**config.mk**
```make
export PLATFORM = sky130hd
export DESIGN_NAME = spfs_pin_ctrl
export DESIGN_NICKNAME = d
export VERILOG_FILES = /design/src/shared/spfs_pkg.sv /design/src/rtl/spfs_pin_ctrl.sv
export SDC_FILE = /design/constraint.sdc
export NUM_CORES = 1
export LEC_CHECK = 0
export BUFFER_PORTS_ARGS = -buffer_cell sky130_fd_sc_hd__buf_4
export CAP_MARGIN = 10
export CORE_UTILIZATION = 45
export CTS_BUF_LIST = sky130_fd_sc_hd__clkbuf_4
export CTS_CLUSTER_SIZE = 28
export DETAILED_ROUTE_END_ITERATION = 7
export GPL_TIMING_DRIVEN = 0
export PLACE_DENSITY = 0.79
export SETUP_SLACK_MARGIN = 0.4
export SKIP_LAST_GASP = 1
export SLEW_MARGIN = 15
export SYNTH_ARGS = -nofsm -noshare
export SYNTH_HDL_FRONTEND = slang
export SYNTH_SLANG_ARGS = --single-unit
export TNS_END_PERCENT = 30
```
**constraint.sdc**
```tcl
create_clock -name clk -period 3.34 [get_ports clk]
set_input_delay 0.167 -clock clk [delete_from_list [all_inputs] [get_ports clk]]
set_output_delay 0.167 -clock clk [all_outputs]
set_load 0.02 [all_outputs]
```
**src/shared/spfs_pkg.sv**
```systemverilog
// Constants for the second multi-function pin selector: register map,
// field layout, function codes and pulse timing.
// Assumes a 25 MHz core clock shared with the codec control logic.
//
// Behaviour
// - Function code zero leaves pin disabled
// - Code 0010 drives headset detect interrupt pulse
// - Code 0011 samples pin as general input
// - Code 0100 drives output value bit
// - Codes 0101-0111 capture microphone data both edges
// - Code 1000 pin is serial bit clock
// - Code 1001 ORs headset and button interrupts
// - Code 1010 ORs all four interrupts
// - Code 1011 ORs short-circuit and noise interrupts
// - Code 1100 ORs short-circuit and button interrupts
// - Code 1101 drives short-circuit interrupt alone
// - Code 1110 drives noise interrupt alone
// - Code 1111 drives button interrupt alone
// - Bit 3 sets output level, resets low
// - Bit 2 reads the pin level
// - Bit 1 clear gives one pulse, 2ms, or 1.75ms for headset detect
// - Bit 1 set repeats pulses until flags read

`default_nettype none

package spfs_pkg;
   // Register map
   localparam logic [7:0] CTRL_ADDR = 8'h63;
   localparam logic [7:0] FLAGS_ADDR = 8'h60;
   localparam logic [7:0] CTRL_RESET = 8'h00;
   localparam logic [7:0] CTRL_WR_MASK = 8'hFA;
   // Field positions
   localparam int FUNC_MSB = 7;
   localparam int FUNC_LSB = 4;
   localparam int OUT_BIT = 3;
   localparam int IN_BIT = 2;
   localparam int DUR_BIT = 1;
   localparam int RSVD_BIT = 0;
   // Function codes
   localparam logic [3:0] FN_DISABLED = 4'h0;
   localparam logic [3:0] FN_RESERVED = 4'h1;
   localparam logic [3:0] FN_HEADSET = 4'h2;
   localparam logic [3:0] FN_GP_IN = 4'h3;
   localparam logic [3:0] FN_GP_OUT = 4'h4;
   localparam logic [3:0] FN_MIC_LO = 4'h5;
   localparam logic [3:0] FN_MIC_HI = 4'h7;
   localparam logic [3:0] FN_BIT_CLK = 4'h8;
   localparam logic [3:0] FN_HS_BTN = 4'h9;
   localparam logic [3:0] FN_ALL = 4'hA;
   localparam logic [3:0] FN_SC_NOISE = 4'hB;
   localparam logic [3:0] FN_SC_BTN = 4'hC;
   localparam logic [3:0] FN_SC = 4'hD;
   localparam logic [3:0] FN_NOISE = 4'hE;
   localparam logic [3:0] FN_BTN = 4'hF;
   // Timing
   localparam int CLK_KHZ = 25000;
   localparam real HEADSET_PULSE_MS = 1.75;
   localparam real IRQ_PULSE_MS = 2.0;
   localparam int HEADSET_PULSE_CYC = int'($floor(HEADSET_PULSE_MS * CLK_KHZ));
   localparam int IRQ_PULSE_CYC = int'($floor(IRQ_PULSE_MS * CLK_KHZ));
   localparam int CNT_W = 16;
   // Pulse sequencer states
   typedef enum logic [2:0]
   {
      ST_IDLE = 3'b001,
      ST_PULSE = 3'b010,
      ST_GAP = 3'b100
   } spfs_state_e;
endpackage

`default_nettype wire

```
**src/rtl/spfs_pin_ctrl.sv**
```systemverilog
// Control register and pin function mux for the second multi-function pin.
// Assumes register accesses, interrupt events, microphone clock and bit clock
// come from logic on clk; only the pin level is asynchronous.

`default_nettype none

module spfs_pin_ctrl
#(
   parameter int HEADSET_LEN = spfs_pkg::HEADSET_PULSE_CYC,
   parameter int PULSE_LEN = spfs_pkg::IRQ_PULSE_CYC
)
(
   input wire logic clk,
   input wire logic sys_rst,
   input wire logic clkEn,
   input wire logic [7:0] regAddr,
   input wire logic regWrEn,
   input wire logic [7:0] regWrData,
   input wire logic regRdEn,
   output logic [7:0] regRdData,
   input wire logic headsetIrq,
   input wire logic buttonIrq,
   input wire logic shortIrq,
   input wire logic noiseIrq,
   input wire logic micClk,
   output logic micDataRise,
   output logic micDataFall,
   input wire logic bitClkOut,
   input wire logic bitClkMaster,
   output logic bitClkIn,
   input wire logic pinIn,
   output logic pinOut,
   output logic pinOeN
);

   // Input functions never drive the pin
   function automatic logic isInputFn(input logic [3:0] fn);
      isInputFn = (fn == spfs_pkg::FN_DISABLED) || (fn == spfs_pkg::FN_RESERVED) ||
                  (fn == spfs_pkg::FN_GP_IN) ||
                  ((fn >= spfs_pkg::FN_MIC_LO) && (fn <= spfs_pkg::FN_MIC_HI));
   endfunction

   // Interrupt sources selected by a function code
   function automatic logic irqSelect(input logic [3:0] fn, input logic hs, input logic bt,
                                      input logic sc, input logic ng);
      case (fn)
         spfs_pkg::FN_HEADSET: irqSelect = hs;
         spfs_pkg::FN_HS_BTN: irqSelect = hs | bt;
         spfs_pkg::FN_ALL: irqSelect = hs | bt | sc | ng;
         spfs_pkg::FN_SC_NOISE: irqSelect = sc | ng;
         spfs_pkg::FN_SC_BTN: irqSelect = sc | bt;
         spfs_pkg::FN_SC: irqSelect = sc;
         spfs_pkg::FN_NOISE: irqSelect = ng;
         spfs_pkg::FN_BTN: irqSelect = bt;
         default: irqSelect = 1'b0;
      endcase
   endfunction

   logic [7:0] ctrl_reg;
   logic [7:0] rdData_reg;
   logic pinMeta_reg;
   logic pinSync_reg;
   logic micClkPrev_reg;
   logic micRise_reg;
   logic micFall_reg;
   logic bitClkIn_reg;
   logic pinOut_reg;
   logic pinOeN_reg;
   logic pending_reg;
   logic [spfs_pkg::CNT_W-1:0] cnt_reg;
   spfs_pkg::spfs_state_e state_reg;
   spfs_pkg::spfs_state_e state_next;
   logic [spfs_pkg::CNT_W-1:0] cnt_next;
   logic pending_next;

   // Register decode
   wire ctrlWr = regWrEn && (regAddr == spfs_pkg::CTRL_ADDR);
   wire ctrlRd = regRdEn && (regAddr == spfs_pkg::CTRL_ADDR);
   wire flagsRd = regRdEn && (regAddr == spfs_pkg::FLAGS_ADDR);
   wire [7:0] ctrlNext = regWrData & spfs_pkg::CTRL_WR_MASK;
   wire [7:0] rdView = {ctrl_reg[spfs_pkg::FUNC_MSB:spfs_pkg::OUT_BIT], pinSync_reg,
                        ctrl_reg[spfs_pkg::DUR_BIT], 1'b0};
   wire [7:0] rdNext = ctrlRd ? rdView : 8'h00;

   // Mode decode
   wire [3:0] fn = ctrl_reg[spfs_pkg::FUNC_MSB:spfs_pkg::FUNC_LSB];
   wire repeatMode = ctrl_reg[spfs_pkg::DUR_BIT];
   wire gpOutMode = (fn == spfs_pkg::FN_GP_OUT);
   wire bitClkMode = (fn == spfs_pkg::FN_BIT_CLK);
   wire micMode = (fn >= spfs_pkg::FN_MIC_LO) && (fn <= spfs_pkg::FN_MIC_HI);
   wire irqMode = (fn == spfs_pkg::FN_HEADSET) || (fn >= spfs_pkg::FN_HS_BTN);
   wire trigger = irqSelect(fn, headsetIrq, buttonIrq, shortIrq, noiseIrq);
   wire [spfs_pkg::CNT_W-1:0] lenHeadset = spfs_pkg::CNT_W'(HEADSET_LEN - 1);
   wire [spfs_pkg::CNT_W-1:0] lenPulse = spfs_pkg::CNT_W'(PULSE_LEN - 1);
   wire [spfs_pkg::CNT_W-1:0] lastCnt = (fn == spfs_pkg::FN_HEADSET) ? lenHeadset : lenPulse;
   wire atLast = (cnt_reg == lastCnt);
   wire irqActive = (state_reg == spfs_pkg::ST_PULSE);

   // Pin drive selection
   wire bitClkDrive = bitClkMode && bitClkMaster;
   wire pinLevelNext = gpOutMode ? ctrl_reg[spfs_pkg::OUT_BIT] :
                       bitClkMode ? bitClkOut : (irqMode & irqActive);
   wire pinOeNNext = !(gpOutMode || bitClkDrive || irqMode);

   // Microphone clock edges
   wire micEdgeRise = micClk && !micClkPrev_reg;
   wire micEdgeFall = !micClk && micClkPrev_reg;

   // Pending repeat request; an event beats a flags read
   always_comb
   begin
      pending_next = pending_reg;
      if (!irqMode || !repeatMode)
      begin
         pending_next = 1'b0;
      end
      else if (trigger)
      begin
         pending_next = 1'b1;
      end
      else if (flagsRd)
      begin
         pending_next = 1'b0;
      end
   end

   // Pulse sequencer
   always_comb
   begin
      state_next = state_reg;
      cnt_next = cnt_reg;
      unique case (state_reg)
         spfs_pkg::ST_IDLE:
         begin
            cnt_next = '0;
            if (irqMode && trigger)
            begin
               state_next = spfs_pkg::ST_PULSE;
            end
         end
         spfs_pkg::ST_PULSE:
         begin
            cnt_next = cnt_reg + 1'b1;
            if (atLast)
            begin
               cnt_next = '0;
               state_next = pending_next ? spfs_pkg::ST_GAP : spfs_pkg::ST_IDLE;
            end
         end
         spfs_pkg::ST_GAP:
         begin
            cnt_next = cnt_reg + 1'b1;
            if (atLast)
            begin
               cnt_next = '0;
               state_next = pending_next ? spfs_pkg::ST_PULSE : spfs_pkg::ST_IDLE;
            end
         end
      endcase
      if (!irqMode)
      begin
         state_next = spfs_pkg::ST_IDLE;
         cnt_next = '0;
      end
   end

   // Control register; bit 0 and bit 2 are never stored
   always_ff @(posedge clk or posedge sys_rst)
   begin
      if (sys_rst)
      begin
         ctrl_reg <= spfs_pkg::CTRL_RESET;
      end
      else if (clkEn && ctrlWr)
      begin
         ctrl_reg <= ctrlNext;
      end
   end

   // Read data and pin synchroniser
   always_ff @(posedge clk or posedge sys_rst)
   begin
      if (sys_rst)
      begin
         rdData_reg <= 8'h00;
         pinMeta_reg <= 1'b0;
         pinSync_reg <= 1'b0;
      end
      else if (clkEn)
      begin
         rdData_reg <= rdNext;
         pinMeta_reg <= pinIn;
         pinSync_reg <= pinMeta_reg;
      end
   end

   // Microphone capture and bit clock input
   always_ff @(posedge clk or posedge sys_rst)
   begin
      if (sys_rst)
      begin
         micClkPrev_reg <= 1'b0;
         micRise_reg <= 1'b0;
         micFall_reg <= 1'b0;
         bitClkIn_reg <= 1'b0;
      end
      else if (clkEn)
      begin
         micClkPrev_reg <= micClk;
         if (micMode && micEdgeRise)
         begin
            micRise_reg <= pinSync_reg;
         end
         if (micMode && micEdgeFall)
         begin
            micFall_reg <= pinSync_reg;
         end
         bitClkIn_reg <= bitClkMode && !bitClkMaster && pinSync_reg;
      end
   end

   // Sequencer and pin drive registers
   always_ff @(posedge clk or posedge sys_rst)
   begin
      if (sys_rst)
      begin
         state_reg <= spfs_pkg::ST_IDLE;
         cnt_reg <= '0;
         pending_reg <= 1'b0;
         pinOut_reg <= 1'b0;
         pinOeN_reg <= 1'b1;
      end
      else if (clkEn)
      begin
         state_reg <= state_next;
         cnt_reg <= cnt_next;
         pending_reg <= pending_next;
         pinOut_reg <= pinLevelNext;
         pinOeN_reg <= pinOeNNext;
      end
   end

   assign regRdData = rdData_reg;
   assign micDataRise = micRise_reg;
   assign micDataFall = micFall_reg;
   assign bitClkIn = bitClkIn_reg;
   assign pinOut = pinOut_reg;
   assign pinOeN = pinOeN_reg;
endmodule

`default_nettype wire

```
==> flow_metrics.env, run 1 <==
export IMPL_run_status="completed"
export IMPL_clk_insertion_delay_late_ns=0.36
export IMPL_critPathKind="register to register"
export IMPL_power_leakage_uw=0.00125
export IMPL_area_used_by_sequential_logic_in_the_layout_um2=1030
export IMPL_number_of_placed_instances_taps_included=319
export IMPL_synthesis_area_um2=2220
export IMPL_core_area_um2=4720
export IMPL_post_dp_hpwl_um=3570
export IMPL_drtPass1Iterations=4
export IMPL_share_comb_of_total_power=0.101
export IMPL_drc_violations_left=0
export IMPL_layout_min_cycle_time_ns=2.03
export IMPL_max_cap_violations=0
export IMPL_clock_power_share=0.350
export IMPL_r2r_start="ctrl_reg[4]"
export IMPL_net_switching_power_uw=220
export IMPL_crit_path_end_kind="register"
export IMPL_hold_path_class="input pin to register"
export IMPL_clkSlewWorstSetupHoldPaths_ns=0.12
export IMPL_syn_inst=213
export IMPL_syn_num_nets=243
export IMPL_synth_largest_type_area_fraction=0.439
export IMPL_distinct_cell_type_count_after_synthesis=61
export IMPL_seq_area_frac_synth=0.463
export IMPL_htreeDepth=2
export IMPL_numPortBuffers=38
export IMPL_post_cts_setup_bufs=0
export IMPL_clock_path_buffers=2
export IMPL_grt_pass1_wl_um=8020
export IMPL_final_cell_count_no_fill=329
export IMPL_number_of_fill_cells=410
export IMPL_totalNegativeSetupSlack_ns=0
export IMPL_critical_path_peak_fanout=10
export IMPL_number_of_global_route_vias_before_repair=1704
export IMPL_timing_hold_violations_final=0
export IMPL_arrival_ns=2.33
export IMPL_finish_utilization=0.574
export IMPL_vias_per_cell=5.42
export IMPL_tritoncts_num_sinks=41
export IMPL_start_kind="register"
export IMPL_cp_cell_sequence="buf_6 > nor4b_2 > nand4b_1 > a21oi_2 > o31a_4 > o21ai_1 > mux2_2"
export IMPL_worst_hold_check_slack_ns=0.0338
export IMPL_start_util=0.471
export IMPL_setup_violations=0
export IMPL_globalRouteMet1Util=0.281
export IMPL_io_pins=42
export IMPL_synth_enable_flop_cells=0
export IMPL_grt_use_total=0.203
export IMPL_yosys_register_bits=41
export IMPL_grtUsageMet3=0.0292
export IMPL_synth_largest_area_cell="sky130_fd_sc_hd__dfrtp_1"
export IMPL_grt_setup_unrepaired="false"
export IMPL_cp_startpoint="ctrl_reg[4]"
export IMPL_cts_root_buf="sky130_fd_sc_hd__clkbuf_4"
export IMPL_grt_antenna_before_repair=0
export IMPL_power_dens_cells_nw_per_um2=346
export IMPL_cts_resized_gates=0
export IMPL_post_synth_main_area_contributors="sky130_fd_sc_hd__dfrtp_1, sky130_fd_sc_hd__mux2_2, sky130_fd_sc_hd__xor2_1, sky130_fd_sc_hd__nor2_1, sky130_fd_sc_hd__a22o_1"
export IMPL_final_setup_skew_ns=0.0112
export IMPL_hold_path_depth=2
export IMPL_design_die_area_um2=5230
export IMPL_grtUsageMet2=0.318
export IMPL_via_count=1784
export IMPL_hold_path_startpoint="regWrData[5]"
export IMPL_iter_0_drt_violations=99
export IMPL_cpMaxStageDelayCell="sky130_fd_sc_hd__dfrtp_1"
export IMPL_period_share=0.607
export IMPL_wl_per_cell_um=14.7
export IMPL_grt_ovfl_total=0
export IMPL_multiInputGateArea_um2=1070
export IMPL_postCtsHoldBufs=2
export IMPL_post_layout_total_power_uw=938
export IMPL_dieHeight_um=72.3
export IMPL_largest_register_ffs=16
export IMPL_clock_tree_from_tritoncts="built"
export IMPL_numCtsBuffers=5
export IMPL_grt_busiest_layer="met2"
export IMPL_power_switching_fraction=0.234
export IMPL_worst_ep_required_time_ns=3.64
export IMPL_cpPeakStageDelay_ns=0.42
export IMPL_std_cell_rows=25
export IMPL_max_transition_viols_final=0
export IMPL_postSynthAreaPerCell_um2=10.4
export IMPL_ys_warnings_count=0
export IMPL_timing_reg2reg_worst_path_depth=7
export IMPL_fraction_of_synthesis_flops_using_an_asynchronous_set_or_reset_pin=1.00
export IMPL_fmax_ghz=0.493
export IMPL_pin_count_of_the_biggest_net_entering_global_routing=31
export IMPL_drive_above_1_share=0.309
export IMPL_place_gp_congestion=0.831
export IMPL_internal_power_uw=719
export IMPL_share_seq_of_total_power=0.549
export IMPL_n_antenna_cell=0
export IMPL_final_net_count=291
export IMPL_die_w_um=72.3
export IMPL_synth_flop_cell="sky130_fd_sc_hd__dfrtp_1"
export IMPL_ir_drop_uv=218
export IMPL_drt_wl_total_um=4840
export IMPL_area_growth_pct=21.9
export IMPL_number_of_nets_with_antenna_violations_after_detailed_routing=0
## path summary, 6_finish.rpt
check                               endpoint  slack (ns)
worst max-delay path            state_reg[0]        1.31
worst min-delay path             ctrl_reg[5]        0.03
worst max register to register  state_reg[0]        1.31
worst min register to register        pinOeN        0.50
max in group asynchronous             pinOeN        2.54
min in group asynchronous        cnt_reg[12]        0.29
## final cells by class
type                    instances  share of cell area
multi-input cells             150               0.396
plain buffers                   9              0.0268
clock buffers                   6              0.0166
inverters                      13              0.0180
flip-flops and latches         41               0.379
well taps                      67              0.0309
repair buffers                 41               0.120
clock inverters                 2              0.0125
## cells in the final DEF, fill, tap and decap left out, types with 6 or more instances in the layout
master	count
sky130_fd_sc_hd__a21oi_1	8
sky130_fd_sc_hd__buf_4	39
sky130_fd_sc_hd__dfrtp_1	39
sky130_fd_sc_hd__nand4_1	8
sky130_fd_sc_hd__inv_1	10
sky130_fd_sc_hd__xor2_1	11
sky130_fd_sc_hd__a22o_1	7
sky130_fd_sc_hd__nand2_1	11
sky130_fd_sc_hd__clkbuf_4	6
sky130_fd_sc_hd__nand3_1	10
sky130_fd_sc_hd__nor2_1	21
sky130_fd_sc_hd__mux2_2	13
## power by group through the flow
stage	combinational [uW]	clock, uW	sequential [uW]
finish	94.7	329	515
global route	104	352	517
CTS	96.0	334	515
detailed placement	94.0	0	525
global placement	88.7	0	525
floorplan	48.2	0	524
## metrics by stage
stage / worst slack [ns] / instance area (um^2)
global placement: 1.34 / 2590
global route: 1.25 / 2710
CTS: 1.30 / 2710
finish: 1.31 / 2710
floorplan: 1.53 / 2220
detailed placement: 1.32 / 2610
## logic make-up (layout without fill, tap and decap cells)
group | Yosys count | in the layout | synth area share
simple gates | 82 | 82 | 0.207
xor+xnor | 12 | 12 | 0.0473
compound gates | 39 | 39 | 0.145
flops | 41 | 41 | 0.463
other cells | 1 | 1 | 0.00169
mux | 15 | 15 | 0.0765
buf+inv | 22 | 71 | 0.0546
fa+ha+maj | 1 | 1 | 0.00563
## per-layer routing
metal	share of wire	wire length, um	vias up
met1	0.47	2270	869
met2	0.47	2250	51
met3	0.054	260	7
li1	-	-	857
met4	0.012	60	0
met5	0	0	-
## Yosys cell counts, types with 2 or more instances
| cell | instances |
|---|---|
| sky130_fd_sc_hd__nor3_1 | 4 |
| sky130_fd_sc_hd__or3_1 | 2 |
| sky130_fd_sc_hd__buf_2 | 2 |
| sky130_fd_sc_hd__a22o_1 | 7 |
| sky130_fd_sc_hd__nor2b_1 | 3 |
| sky130_fd_sc_hd__a21oi_2 | 2 |
| sky130_fd_sc_hd__o21ai_1 | 2 |
| sky130_fd_sc_hd__nand3_1 | 10 |
| sky130_fd_sc_hd__dfstp_2 | 2 |
| sky130_fd_sc_hd__o21ai_0 | 5 |
| sky130_fd_sc_hd__clkbuf_1 | 2 |
| sky130_fd_sc_hd__and3_1 | 3 |
| sky130_fd_sc_hd__nor2_1 | 21 |
| sky130_fd_sc_hd__a21oi_1 | 8 |
| sky130_fd_sc_hd__nor4bb_1 | 3 |
| sky130_fd_sc_hd__xor2_1 | 11 |
| sky130_fd_sc_hd__nor3b_1 | 3 |
| sky130_fd_sc_hd__mux2_2 | 13 |
| sky130_fd_sc_hd__inv_1 | 11 |
| sky130_fd_sc_hd__and2_1 | 2 |
| sky130_fd_sc_hd__nand2_1 | 11 |
| sky130_fd_sc_hd__nand2b_1 | 2 |
| sky130_fd_sc_hd__dfrtp_1 | 39 |
| sky130_fd_sc_hd__nand4_1 | 8 |
## critical path: cells and delay by family, from the launching register on
family          cells  cell delay (ns)
flops               1             0.42
simple gates        2             0.50
mux                 1             0.36
buf+inv             1             0.15
compound gates      3             0.53
Power figures use the tool's default switching activity.
==> run 2, diff against run 1 <==
==> constraint.sdc (replaced) <==
create_clock -name clk -period 1.9 [get_ports clk]
set_input_delay 0.095 -clock clk [delete_from_list [all_inputs] [get_ports clk]]
set_output_delay 0.095 -clock clk [all_outputs]
set_load 0.02 [all_outputs]
==> flow_metrics.env, run 2 (synthesis gave the netlist of run 1 again) <==
export IMPL_worst_ep_required_time_ns=2.19
export IMPL_power_leakage_uw=0.00133
export IMPL_wl_per_cell_um=15.2
export IMPL_ir_drop_uv=380
export IMPL_grt_use_total=0.206
export IMPL_io_pins=42
export IMPL_post_route_worst_setup_slack_ns=-0.0110
export IMPL_area_growth_pct=32.4
export IMPL_max_cap_violations=0
export IMPL_number_of_nets_with_antenna_violations_after_detailed_routing=0
export IMPL_vias_per_cell=5.61
export IMPL_post_dp_hpwl_um=3460
export IMPL_clk_insertion_delay_late_ns=0.35
export IMPL_grt_pass1_wl_um=8360
export IMPL_crit_path_end_kind="register"
export IMPL_cp_cell_sequence="buf_6 > and2b_2 > a21oi_2 > o311a_4 > a311oi_4 > o221a_1 > o22a_1"
export IMPL_clkSlewWorstSetupHoldPaths_ns=0.12
export IMPL_iter_0_drt_violations=126
export IMPL_htreeDepth=2
export IMPL_timing_critical_path_buf_inv=1
export IMPL_final_common_cell="sky130_fd_sc_hd__buf_4"
export IMPL_numCtsBuffers=5
export IMPL_number_of_global_route_vias_before_repair=1784
export IMPL_drtPass1Iterations=4
export IMPL_fmax_ghz=0.523
export IMPL_worst_slack_at_placement_ns=0.0187
export IMPL_start_util=0.471
export IMPL_cpMaxStageDelayCell="sky130_fd_sc_hd__dfrtp_1"
export IMPL_tritoncts_num_sinks=41
export IMPL_worst_path_dominant_cell_family="compound AO/OA/AOI/OAI gates"
export IMPL_layout_min_cycle_time_ns=1.91
export IMPL_std_cell_rows=25
export IMPL_timing_hold_violations_final=0
export IMPL_grt_setup_unrepaired="true"
export IMPL_drive_above_1_share=0.368
export IMPL_worst_hold_check_slack_ns=0.230
export IMPL_design_die_area_um2=5230
export IMPL_place_gp_congestion=0.839
export IMPL_totalNegativeSetupSlack_ns=-0.0110
export IMPL_n_antenna_cell=0
export IMPL_cpPeakStageDelay_ns=0.44
export IMPL_drc_violations_left=0
export IMPL_arrival_ns=2.20
export IMPL_number_of_placed_instances_taps_included=319
export IMPL_critPathKind="register to register"
export IMPL_clock_tree_from_tritoncts="built"
export IMPL_largest_register_ffs=16
export IMPL_hold_path_class="input pin to asynchronous set/reset pin"
export IMPL_max_transition_viols_final=0
export IMPL_final_net_count=309
export IMPL_drt_wl_total_um=5270
export IMPL_critical_path_peak_fanout=4
export IMPL_pin_count_of_the_biggest_net_entering_global_routing=32
export IMPL_grt_ovfl_total=0
export IMPL_clock_path_buffers=2
export IMPL_power_dens_cells_nw_per_um2=531
export IMPL_layout_common_cells="sky130_fd_sc_hd__buf_4, sky130_fd_sc_hd__dfrtp_1, sky130_fd_sc_hd__nor2_1"
export IMPL_final_cell_count_no_fill=347
export IMPL_run_status="finished, violations left"
export IMPL_setup_violations=1
export IMPL_final_setup_skew_ns=0.0161
export IMPL_start_kind="register"
export IMPL_period_share=1.01
export IMPL_dieHeight_um=72.3
export IMPL_core_area_um2=4720
export IMPL_cts_root_buf="sky130_fd_sc_hd__clkbuf_4"
export IMPL_numPortBuffers=38
export IMPL_die_w_um=72.3
export IMPL_violations_in_the_final_reports="negative setup slack"
export IMPL_grt_antenna_before_repair=0
export IMPL_via_count=1946
run 2: final timing paths:
path	startpoint	end	slack [ns]	cells past startpoint
setup / recovery	ctrl_reg[4]	state_reg[1]	-0.01	7
hold / removal	sys_rst	cnt_reg[4]	0.23	3
setup reg to reg	ctrl_reg[4]	state_reg[1]	-0.01	7
hold reg to reg	pinOeN	pinOeN	0.51	2
max in group asynchronous	sys_rst	pinOeN	1.15	4
min in group clk	bitClkOut	pinOut	0.23	4
run 2: what timing repair did:
action / in CTS / in global routing
setup endpoints to repair: 23 / 23
gates resized for setup: 10 / 11
setup buffers: 8 / 1
hold buffers: 10 / 0
pin swaps: 9 / 3
endpoints found under the hold margin: 48 / 0
gates cloned: 1 / 0
run 2: through the flow:
step,utilization,power [uW],cell area (um^2)
CTS,0.614,1570,2900
floorplan,-,1010,2240
finish,0.623,1560,2940
detailed placement,0.557,1090,2630
global placement,0.553,1080,2610
global route,0.623,1620,2940
run 2: report_power, final:
| part | internal, uW | switching (uW) |
|---|---|---|
| registers | 891 | 17.8 |
| clock network | 171 | 276 |
| logic | 113 | 94.2 |
| total | 1170 | 388 |
run 2: layout make-up:
class | instances | area (um^2)
flip-flops and latches | 41 | 1030
clock inverters | 1 | 3.75
repair buffers | 59 | 504
inverters | 13 | 48.8
fillers | 372 | 1780
clock buffers | 7 | 52.6
multi-input cells | 150 | 1140
well taps | 67 | 83.8
plain buffers | 9 | 77.6
run 2: routing by layer:
layer  track usage  part of all wire  wire, um
met1         0.294              0.44      2330
met2         0.323              0.49      2560
met3        0.0375             0.059       312
met4        0.0588             0.012        65
met5             0                 0         0
run 2: worst reg2reg max path, stage by stage, from the launching register on:
cell	delay, ns
sky130_fd_sc_hd__dfrtp_1	0.44
sky130_fd_sc_hd__buf_6	0.13
sky130_fd_sc_hd__and2b_2	0.22
sky130_fd_sc_hd__a21oi_2	0.04
sky130_fd_sc_hd__o311a_4	0.32
sky130_fd_sc_hd__a311oi_4	0.35
sky130_fd_sc_hd__o221a_1	0.24
sky130_fd_sc_hd__o22a_1	0.11
